<file path="src/shared/scs_pkg.sv">
// scs_pkg: register map, field layout, reset values and delays for the
// system clock source switch. assumes a 10 mhz register clock.
package scs_pkg;
   localparam int unsigned CLK_HZ            = 10_000_000;

   // register byte addresses (one aligned word each)
   localparam logic [7:0] OSC_CTRL_ADDR      = 8'h00;
   localparam logic [7:0] OSC_STAT_ADDR      = 8'h04;
   localparam logic [7:0] T1_CTRL_ADDR       = 8'h08;

   // oscillator_control_reg fields
   localparam int unsigned SEL_LSB           = 0;
   localparam int unsigned IFS_LSB           = 3;
   localparam int unsigned IFS_W             = 4;
   // oscillator_status_reg fields
   localparam int unsigned EXT_ACT_BIT       = 0;
   localparam int unsigned SEC_RDY_BIT       = 1;
   localparam int unsigned SWITCHING_BIT     = 2;
   localparam int unsigned CUR_SRC_LSB       = 4;
   // timer1_control_reg fields
   localparam int unsigned SEC_EN_BIT        = 3;

   // reset values
   localparam logic [1:0] SEL_RST            = 2'h0;
   localparam logic [3:0] IFS_RST            = 4'h0;
   localparam logic       SEC_EN_RST         = 1'b0;

   // switch delays
   localparam int unsigned HF_DELAY_NS       = 2000;
   localparam int unsigned HF_DELAY_CYC      =
      (HF_DELAY_NS * (CLK_HZ / 1_000_000) + 999) / 1000;
   localparam int unsigned EXT_DELAY_CYC     = 2;
   localparam int unsigned LF_DELAY_CYC      = 1;
   localparam int unsigned SEC_DELAY_CYC     = 1024;

   typedef enum logic [1:0] {
      SCS_SRC_CONFIG,
      SCS_SRC_SECONDARY,
      SCS_SRC_LF_INT,
      SCS_SRC_HF_INT
   } scs_src_e;
endpackage

</file>
<file path="src/rtl/scs_edge_count.sv">
// scs_edge_count: counts rising edges of a slow oscillator sample up to
// a limit and raises done. samples are synchronous to clk_i.
`timescale 1ns/100ps
module scs_edge_count #(
   parameter int unsigned LIMIT = 1024
) (
   input  wire logic clk_i,
   input  wire logic reset_n_i,
   input  wire logic clear_i,
   input  wire logic osc_i,
   output logic      done_o
);
   localparam int unsigned W = $clog2(LIMIT + 1);

   typedef struct packed {
      logic         prev;
      logic [W-1:0] cnt;
      logic         done;
   } scs_ec_s;

   scs_ec_s st;
   scs_ec_s next_st;

   // a zero limit would never raise done
   if (LIMIT < 1) begin : g_bad_limit
      $error("scs_edge_count: LIMIT must be at least 1");
   end

   always_comb begin
      next_st      = st;
      next_st.prev = osc_i;
      if (clear_i) begin
         next_st.cnt  = '0;
         next_st.done = 1'b0;
      end else if (osc_i && !st.prev && !st.done) begin
         next_st.cnt = st.cnt + W'(1);
         if (st.cnt == W'(LIMIT - 1)) begin
            next_st.done = 1'b1;
         end
      end
   end

   always_ff @(posedge clk_i or negedge reset_n_i) begin
      if (!reset_n_i) begin
         st <= '0;
      end else begin
         st <= next_st;
      end
   end

   assign done_o = st.done;
endmodule

</file>
<file path="src/rtl/scs_clk_mux.sv">
// scs_clk_mux: picks one oscillator sample by source code.
// all sources are sampled levels synchronous to clk_i.
`timescale 1ns/100ps
module scs_clk_mux (
   input  wire logic             cfg_osc_i,
   input  wire logic             sec_osc_i,
   input  wire logic             lf_osc_i,
   input  wire logic             hf_osc_i,
   input  wire scs_pkg::scs_src_e sel_i,
   output logic                  clk_o
);
   always_comb begin
      case (sel_i)
         scs_pkg::SCS_SRC_CONFIG:    clk_o = cfg_osc_i;
         scs_pkg::SCS_SRC_SECONDARY: clk_o = sec_osc_i;
         scs_pkg::SCS_SRC_LF_INT:    clk_o = lf_osc_i;
         scs_pkg::SCS_SRC_HF_INT:    clk_o = hf_osc_i;
         default:                    clk_o = cfg_osc_i;
      endcase
   end
endmodule

</file>
<file path="src/rtl/scs_clock_switch.sv">
// scs_clock_switch: system clock source switch with apb registers.
// oscillators arrive as sampled levels synchronous to clk_i; the
// selected one is steered to the cpu and peripheral clock outputs.
//
// Local design decisions: the address map and the APB register port.
`timescale 1ns/100ps
module scs_clock_switch #(
   parameter int unsigned SEC_CYCLES = scs_pkg::SEC_DELAY_CYC,
   parameter int unsigned HF_CYCLES  = scs_pkg::HF_DELAY_CYC
) (
   input  wire logic        clk_i,
   input  wire logic        reset_n_i,
   // apb slave
   input  wire logic        psel_i,
   input  wire logic        penable_i,
   input  wire logic        pwrite_i,
   input  wire logic [7:0]  paddr_i,
   input  wire logic [31:0] pwdata_i,
   output logic [31:0]      prdata_o,
   output logic             pready_o,
   output logic             pslverr_o,
   // configuration word oscillator field
   input  wire logic [1:0]  config_oscillator_field_i,
   // oscillator samples
   input  wire logic        config_osc_i,
   input  wire logic        secondary_osc_i,
   input  wire logic        low_freq_internal_osc_i,
   input  wire logic        high_freq_internal_osc_i,
   // outputs
   output logic             cpu_clk_o,
   output logic             periph_clk_o,
   output logic             secondary_osc_enable_o,
   output logic             switching_o
);
   localparam int unsigned DW = $clog2(
      (HF_CYCLES > scs_pkg::EXT_DELAY_CYC ? HF_CYCLES :
       scs_pkg::EXT_DELAY_CYC) + 2);

   // the delay counters cannot serve a zero wait
   if (SEC_CYCLES < 1) begin : g_bad_sec
      $error("scs_clock_switch: SEC_CYCLES must be at least 1");
   end
   if (HF_CYCLES < 1) begin : g_bad_hf
      $error("scs_clock_switch: HF_CYCLES must be at least 1");
   end

   typedef enum logic [1:0] {
      SW_IDLE,
      SW_WAIT_NEW,
      SW_WAIT_OLD
   } scs_sw_e;

   typedef struct packed {
      logic [1:0]        clock_source_select;
      logic [3:0]        internal_freq_select;
      logic              secondary_osc_enable;
      scs_pkg::scs_src_e cur;
      scs_pkg::scs_src_e tgt;
      scs_sw_e           sw;
      logic [DW-1:0]     dly;
      logic              new_prev;
      logic              old_prev;
      logic [31:0]       rdata;
   } scs_st_s;

   scs_st_s st;
   scs_st_s next_st;

   logic              sec_ready;
   logic              sys_clk;
   logic              new_clk;
   logic              old_clk;
   scs_pkg::scs_src_e want;

   // map select and frequency fields to a source
   function automatic scs_pkg::scs_src_e decode_src(
      input logic [1:0] sel,
      input logic [3:0] ifs
   );
      if (sel[1]) begin
         decode_src = (ifs == 4'h0) ? scs_pkg::SCS_SRC_LF_INT
                                    : scs_pkg::SCS_SRC_HF_INT;
      end else if (sel[0]) begin
         decode_src = scs_pkg::SCS_SRC_SECONDARY;
      end else begin
         decode_src = scs_pkg::SCS_SRC_CONFIG;
      end
   endfunction

   // only the three register words answer; others raise pslverr
   function automatic logic is_mapped(input logic [7:0] addr);
      is_mapped = (addr == scs_pkg::OSC_CTRL_ADDR) ||
                  (addr == scs_pkg::OSC_STAT_ADDR) ||
                  (addr == scs_pkg::T1_CTRL_ADDR);
   endfunction

   // status word: flags and the source now driving the clocks
   function automatic logic [31:0] status_word(
      input scs_pkg::scs_src_e cur,
      input logic              rdy,
      input logic              busy
   );
      status_word                            = 32'h0000_0000;
      status_word[scs_pkg::EXT_ACT_BIT]      =
         (cur == scs_pkg::SCS_SRC_CONFIG);
      status_word[scs_pkg::SEC_RDY_BIT]      = rdy;
      status_word[scs_pkg::SWITCHING_BIT]    = busy;
      status_word[scs_pkg::CUR_SRC_LSB +: 2] = cur;
   endfunction

   // secondary oscillator ready after SEC_CYCLES of its own edges (1024 by default)
   scs_edge_count #(
      .LIMIT (SEC_CYCLES)
   ) u_sec_ready (
      .clk_i     (clk_i),
      .reset_n_i (reset_n_i),
      .clear_i   (!st.secondary_osc_enable),
      .osc_i     (secondary_osc_i),
      .done_o    (sec_ready)
   );

   scs_clk_mux u_sys_mux (
      .cfg_osc_i (config_osc_i),
      .sec_osc_i (secondary_osc_i),
      .lf_osc_i  (low_freq_internal_osc_i),
      .hf_osc_i  (high_freq_internal_osc_i),
      .sel_i     (st.cur),
      .clk_o     (sys_clk)
   );

   scs_clk_mux u_new_mux (
      .cfg_osc_i (config_osc_i),
      .sec_osc_i (secondary_osc_i),
      .lf_osc_i  (low_freq_internal_osc_i),
      .hf_osc_i  (high_freq_internal_osc_i),
      .sel_i     (st.tgt),
      .clk_o     (new_clk)
   );

   assign old_clk = sys_clk;
   assign want    = decode_src(st.clock_source_select,
                               st.internal_freq_select);

   wire logic apb_wr = psel_i && penable_i && pwrite_i;
   wire logic apb_rd = psel_i && !penable_i && !pwrite_i;
   wire logic hit    = is_mapped(paddr_i);

   always_comb begin
      next_st          = st;
      next_st.new_prev = new_clk;
      next_st.old_prev = old_clk;

      // register writes take effect in the access phase
      if (apb_wr) begin
         case (paddr_i)
            scs_pkg::OSC_CTRL_ADDR: begin
               next_st.clock_source_select =
                  pwdata_i[scs_pkg::SEL_LSB +: 2];
               next_st.internal_freq_select =
                  pwdata_i[scs_pkg::IFS_LSB +: scs_pkg::IFS_W];
            end
            scs_pkg::T1_CTRL_ADDR: begin
               next_st.secondary_osc_enable =
                  pwdata_i[scs_pkg::SEC_EN_BIT];
            end
            default: begin
            end
         endcase
      end

      // read data captured in setup, presented during access
      if (apb_rd) begin
         next_st.rdata = 32'h0000_0000;
         case (paddr_i)
            scs_pkg::OSC_CTRL_ADDR: begin
               next_st.rdata[scs_pkg::SEL_LSB +: 2] =
                  st.clock_source_select;
               next_st.rdata[scs_pkg::IFS_LSB +: scs_pkg::IFS_W] =
                  st.internal_freq_select;
            end
            scs_pkg::OSC_STAT_ADDR: begin
               next_st.rdata = status_word(st.cur, sec_ready,
                                           st.sw != SW_IDLE);
            end
            scs_pkg::T1_CTRL_ADDR: begin
               next_st.rdata[scs_pkg::SEC_EN_BIT] =
                  st.secondary_osc_enable;
            end
            default: begin
            end
         endcase
      end

      // switch sequencer: cur keeps driving until the handover;
      // a target that never settles leaves the old source in charge
      case (st.sw)
         SW_IDLE: begin
            if (want != st.cur) begin
               next_st.tgt = want;
               next_st.dly = '0;
               next_st.sw  = SW_WAIT_NEW;
            end
         end
         SW_WAIT_NEW: begin
            if (want != st.tgt) begin
               // retarget restarts the wait
               next_st.tgt = want;
               next_st.dly = '0;
            end else begin
               case (st.tgt)
                  scs_pkg::SCS_SRC_SECONDARY: begin
                     // ready counter holds the SEC_CYCLES-edge wait
                     if (sec_ready) begin
                        next_st.cur = st.tgt;
                        next_st.sw  = SW_IDLE;
                     end
                  end
                  scs_pkg::SCS_SRC_LF_INT: begin
                     // one edge of the new clock, then one of the old
                     if (new_clk && !st.new_prev) begin
                        next_st.sw = SW_WAIT_OLD;
                     end
                  end
                  scs_pkg::SCS_SRC_HF_INT: begin
                     next_st.dly = st.dly + DW'(1);
                     if (st.dly == DW'(HF_CYCLES - 1)) begin
                        next_st.cur = st.tgt;
                        next_st.sw  = SW_IDLE;
                     end
                  end
                  default: begin
                     // configuration source: external mode wait
                     next_st.dly = st.dly + DW'(1);
                     if (st.dly ==
                         DW'(scs_pkg::EXT_DELAY_CYC - 1)) begin
                        next_st.cur = st.tgt;
                        next_st.sw  = SW_IDLE;
                     end
                  end
               endcase
            end
         end
         SW_WAIT_OLD: begin
            if (old_clk && !st.old_prev) begin
               next_st.cur = st.tgt;
               next_st.sw  = SW_IDLE;
            end
         end
         default: begin
            next_st.sw = SW_IDLE;
         end
      endcase
   end

   always_ff @(posedge clk_i or negedge reset_n_i) begin
      if (!reset_n_i) begin
         st                      <= '0;
         st.clock_source_select  <= scs_pkg::SEL_RST;
         st.internal_freq_select <= scs_pkg::IFS_RST;
         st.secondary_osc_enable <= scs_pkg::SEC_EN_RST;
         st.cur                  <= scs_pkg::SCS_SRC_CONFIG;
         st.tgt                  <= scs_pkg::SCS_SRC_CONFIG;
         st.sw                   <= SW_IDLE;
      end else begin
         st <= next_st;
      end
   end

   // unused config field: the configured source arrives already picked
   wire logic [1:0] unused_cfg = config_oscillator_field_i;

   assign cpu_clk_o              = sys_clk;
   assign periph_clk_o           = sys_clk;
   assign secondary_osc_enable_o = st.secondary_osc_enable;
   assign switching_o            = (st.sw != SW_IDLE);
   assign prdata_o               = st.rdata;
   assign pready_o               = 1'b1;
   assign pslverr_o              = psel_i && penable_i && !hit;
endmodule

</file>
<file path="config.mk">
export PLATFORM = sky130hd
export DESIGN_NAME = scs_clock_switch
export DESIGN_NICKNAME = d
export VERILOG_FILES = /design/src/shared/scs_pkg.sv /design/src/rtl/scs_edge_count.sv /design/src/rtl/scs_clk_mux.sv /design/src/rtl/scs_clock_switch.sv
export SDC_FILE = /design/constraint.sdc
export NUM_CORES = 1
export LEC_CHECK = 0
export BUFFER_PORTS_ARGS = -buffer_cell sky130_fd_sc_hd__clkbuf_2
export CAP_MARGIN = 15
export CORE_MARGIN = 5
export CORE_UTILIZATION = 39
export CTS_BUF_LIST = sky130_fd_sc_hd__clkbuf_4 sky130_fd_sc_hd__clkbuf_8
export DETAILED_ROUTE_END_ITERATION = 7
export PLACE_DENSITY_LB_ADDON = 0.3
export SLEW_MARGIN = 5
export SYNTH_ARGS = -nofsm -noshare
export SYNTH_HDL_FRONTEND = slang
export SYNTH_SLANG_ARGS = --single-unit
export TNS_END_PERCENT = 5
</file>
<file path="constraint.sdc">
create_clock -name clk_i -period 2.7 [get_ports clk_i]
set_input_delay 0.27 -clock clk_i [delete_from_list [all_inputs] [get_ports clk_i]]
set_output_delay 0.27 -clock clk_i [all_outputs]
set_load 0.01 [all_outputs]
</file>
==> results.txt <==
The area of the core is 0.00631 mm². The run finished with clean final reports. The first global-routing pass estimated 8450 µm of wire. The die covers 0.00814 mm².

The minimum setup slack among reg-to-reg paths is 0.58 ns. The prevailing post-synth register cell is sky130_fd_sc_hd__dfrtp_1. The number of failing hold endpoints at the final stage came out at 0. The number of global-route vias before repair came out at 1756. The count of input and output buffers is 34. The delay of the slowest cell on the worst path is 0.57 ns.

The power after layout came out at 1.45 mW. The proportion of synthesized flip-flops having asynchronous set or reset is 1.00. Once detailed placement completed, the half-perimeter wirelength came to 3580 µm. Entering global routing, the biggest net connects 41 pins. The clock tree synthesis step divided the H-tree into 2 levels. The number of antenna violations at the first check in global routing came out at 0. The sum of overflow across all layers after global routing is 0. STA puts the critical path data required time at 2.88 ns. The maximum fanout count along the critical path came out at 11. The number of buffers on the longest clock path came out at 2. The endpoint type of the worst setup path is a flip-flop. The normalized max-slew margin is 0.659. The row count came out at 29. Among all stages on the critical path, the largest delay is contributed by sky130_fd_sc_hd__dfrtp_1. The maximum achievable frequency is 471 MHz.

The number of cells after detailed placement came out at 352. Setup repair after global routing left no endpoint under its margin. Counting flops and latches in the post-synthesis netlist gives 40.

The share of the Yosys chip area taken by registers is 0.399. Ranked by instance count, the synthesized netlist is headed by sky130_fd_sc_hd__dfrtp_1 (40), sky130_fd_sc_hd__buf_4 (34), sky130_fd_sc_hd__nand2_1 (22). The number of instances on the worst hold path is 1. The leakage dissipation is 1.26 nW. In the final design database the tool counted 342 nets.

The number of enable flip-flop cells after synthesis is 0. The number of sinks on the clock net is 40. Counting the fill cells in the layout gives 646. After detailed routing, the number of vias per cell comes to 4.89. The number of library cell types mapped by synthesis came out at 52. The netlist area before placement is 0.00251 mm². The global-route usage over all layers came out at 0.125. The critical path starts at st[42]. The depth of the worst register-to-register path is 7. The later-pin clock latency in the skew report is 0.30 ns. The tool flagged a number of max-cap violations equal to 0. The biggest area contributor in the post-synthesis netlist is sky130_fd_sc_hd__dfrtp_1.

The power density normalized to cell area came out at 537 mW/mm². The vertical extent of the die is 90.2 µm. The number of max-slew violations in the final report came out at 0. Measured on the finished design, the core utilization comes to 0.427. The setup skew after layout is 0.00935 ns. The post-synthesis instance total is 258. The start point of the worst hold path is secondary_osc_i. The final routed wire length divided by cell count came out at 13.1 µm. The critical path goes through inv_1, ha_1, nor2b_1, a21oi_1, a2bb2oi_1, a311oi_2, mux2_2.

The peak supply drop is 0.000299 V. Relative to the synthesized area, the layout overhead comes to 7.33%. Wires add up to 4750 µm. Yosys attributes the largest share of cell area to sky130_fd_sc_hd__dfrtp_1 (40%), sky130_fd_sc_hd__buf_4 (10%), sky130_fd_sc_hd__mux2_2 (5.8%). In this run the horizontal extent of the chip is 90.2 µm. The path with the worst hold slack has its endpoint at u_sec_ready.st[12]. The share of synthesized area in the top cell type comes to 0.399.

In this run, post-CTS hold repair placed 0 buffers. The met2 layer usage reported by global route is 0.196. The number of setup buffers added after CTS is 0. The number of buffers created by CTS is 5. The number of antenna repair diodes came out at 0. For the final routed database, the setup TNS stands at 0 ns.

The first-pass iteration count of the detailed router is 4. The most common cell in the synthesized netlist is sky130_fd_sc_hd__dfrtp_1. The initial core utilization came out at 0.398.

The post-route fraction of the period consumed by the critical path came out at 0.786. For the worst setup path, the data arrival time is 2.30 ns. The mean instance size in the synthesized netlist is 9.73 µm². The worst-margin pin slew is 0.510 ns.

The startpoint-to-endpoint class of the critical path is flip-flop to flip-flop. For met3 alone, demand over resource in global routing was 0.0401. The remaining antenna violation count is 0.

The TritonCTS clock tree is yes. The startpoint identified for the worst register-to-register timing path is st[42]. The count of pins on the block boundary is 89. The number of warnings reported in the yosys synthesis log came out at 0.

The type of origin of the critical path is a flip-flop. The setup violation total in the final timing report came out at 0. The via count came out at 1767.

The share of cells above drive strength 1 is 0.229. In this run the worst hold path is classified as primary input to flip-flop. The DRC violation count after routing is 0.

The met1 track utilization from global routing is 0.167. The global placement routability congestion came out at 0.757. In this run the clock root is driven by a sky130_fd_sc_hd__clkbuf_8. The initial DRC count came out at 71.

Clock-pin slew was measured on the worst setup and hold paths at 0.08 ns. After clock tree synthesis, the repair step resized 0 gates. met2 is the most crowded layer.

The worst register-to-register path ends at st[44]. Subtracting the final worst setup slack from the clock period gives 2.12 ns. The filler-free cell count of the finished design came out at 361.
kinds of logic (layout without fill, tap and decap cells):
kind of cell | after synthesis | after routing | share of synthesized area
buffers and inverters | 48 | 50 | 0.125
other | 2 | 26 | 0.00299
flip-flops | 40 | 40 | 0.399
AO/OA/AOI/OAI | 41 | 41 | 0.114
multiplexers | 17 | 17 | 0.0763
XOR/XNOR | 13 | 13 | 0.0454
adder cells (fa/ha/maj) | 7 | 7 | 0.0349
AND/OR/NAND/NOR | 90 | 90 | 0.202
layout make-up:
type | count | area [µm²] | share of cell area
clock buffer | 5 | 68.8 | 0.0255
clock inverter | 2 | 12.5 | 0.00464
inverter | 6 | 22.5 | 0.00836
multi-input combinational | 194 | 1280 | 0.477
sequential | 40 | 1000 | 0.372
tap | 77 | 96.3 | 0.0358
timing repair buffer | 37 | 208 | 0.0771
per-stage QoR:
stage               setup WS [ns]  hold WS [ns]  area, µm²
floorplan                   0.777       -0.0256       2600
global placement            0.626         0.459       2580
detailed placement          0.617         0.465       2580
CTS                         0.590         0.144       2660
global route                0.364         0.136       2690
finish                      0.577         0.149       2690
worst max-delay path: cells and delay by family, from the launching register on:
| kind | cells | cell delay (ns) |
|---|---|---|
| AO/OA/AOI/OAI | 3 | 0.59 |
| flip-flops | 1 | 0.57 |
| multiplexers | 1 | 0.37 |
| adder cells (fa/ha/maj) | 1 | 0.22 |
| AND/OR/NAND/NOR | 1 | 0.13 |
| buffers and inverters | 1 | 0.11 |
registers in the layout (all words and copies together), names as in the netlist:
name                    count
u_sec_ready.done_o          1
prdata_o                    7
st                         19
secondary_osc_enable_o      1
u_sec_ready.st             12
cell usage in the layout, fill, tap and decap left out, types with 9 or more instances in the layout:
cell / count
sky130_fd_sc_hd__xnor2_1: 9
sky130_fd_sc_hd__mux2_2: 13
sky130_fd_sc_hd__dfrtp_1: 40
sky130_fd_sc_hd__clkbuf_2: 34
sky130_fd_sc_hd__and2_1: 9
sky130_fd_sc_hd__o21ai_0: 13
sky130_fd_sc_hd__nand2_1: 22
sky130_fd_sc_hd__nor2_1: 15
sky130_fd_sc_hd__conb_1: 26
routing by layer:
metal	wire (µm)	part of all wire	vias to the layer above
li1	-	-	888
met1	2230	0.47	835
met2	2210	0.47	38
met3	258	0.054	6
met4	44	0.0093	0
met5	0	0	-
power by group:
group / total, mW / switching [mW] / internal [mW]
Sequential: 0.698 / 0.0590 / 0.639
Combinational: 0.356 / 0.200 / 0.156
Clock: 0.394 / 0.218 / 0.175
worst max-delay path by stage:
stage	to	slack [ns]
5_1_grt	st[44]	0.36
4_1_cts	st[44]	0.59
6_report	st[44]	0.58
2_1_floorplan	st[43]	0.78
3_5_place_dp	st[44]	0.62
3_3_place_gp	st[44]	0.63
Power figures use the tool's default switching activity.
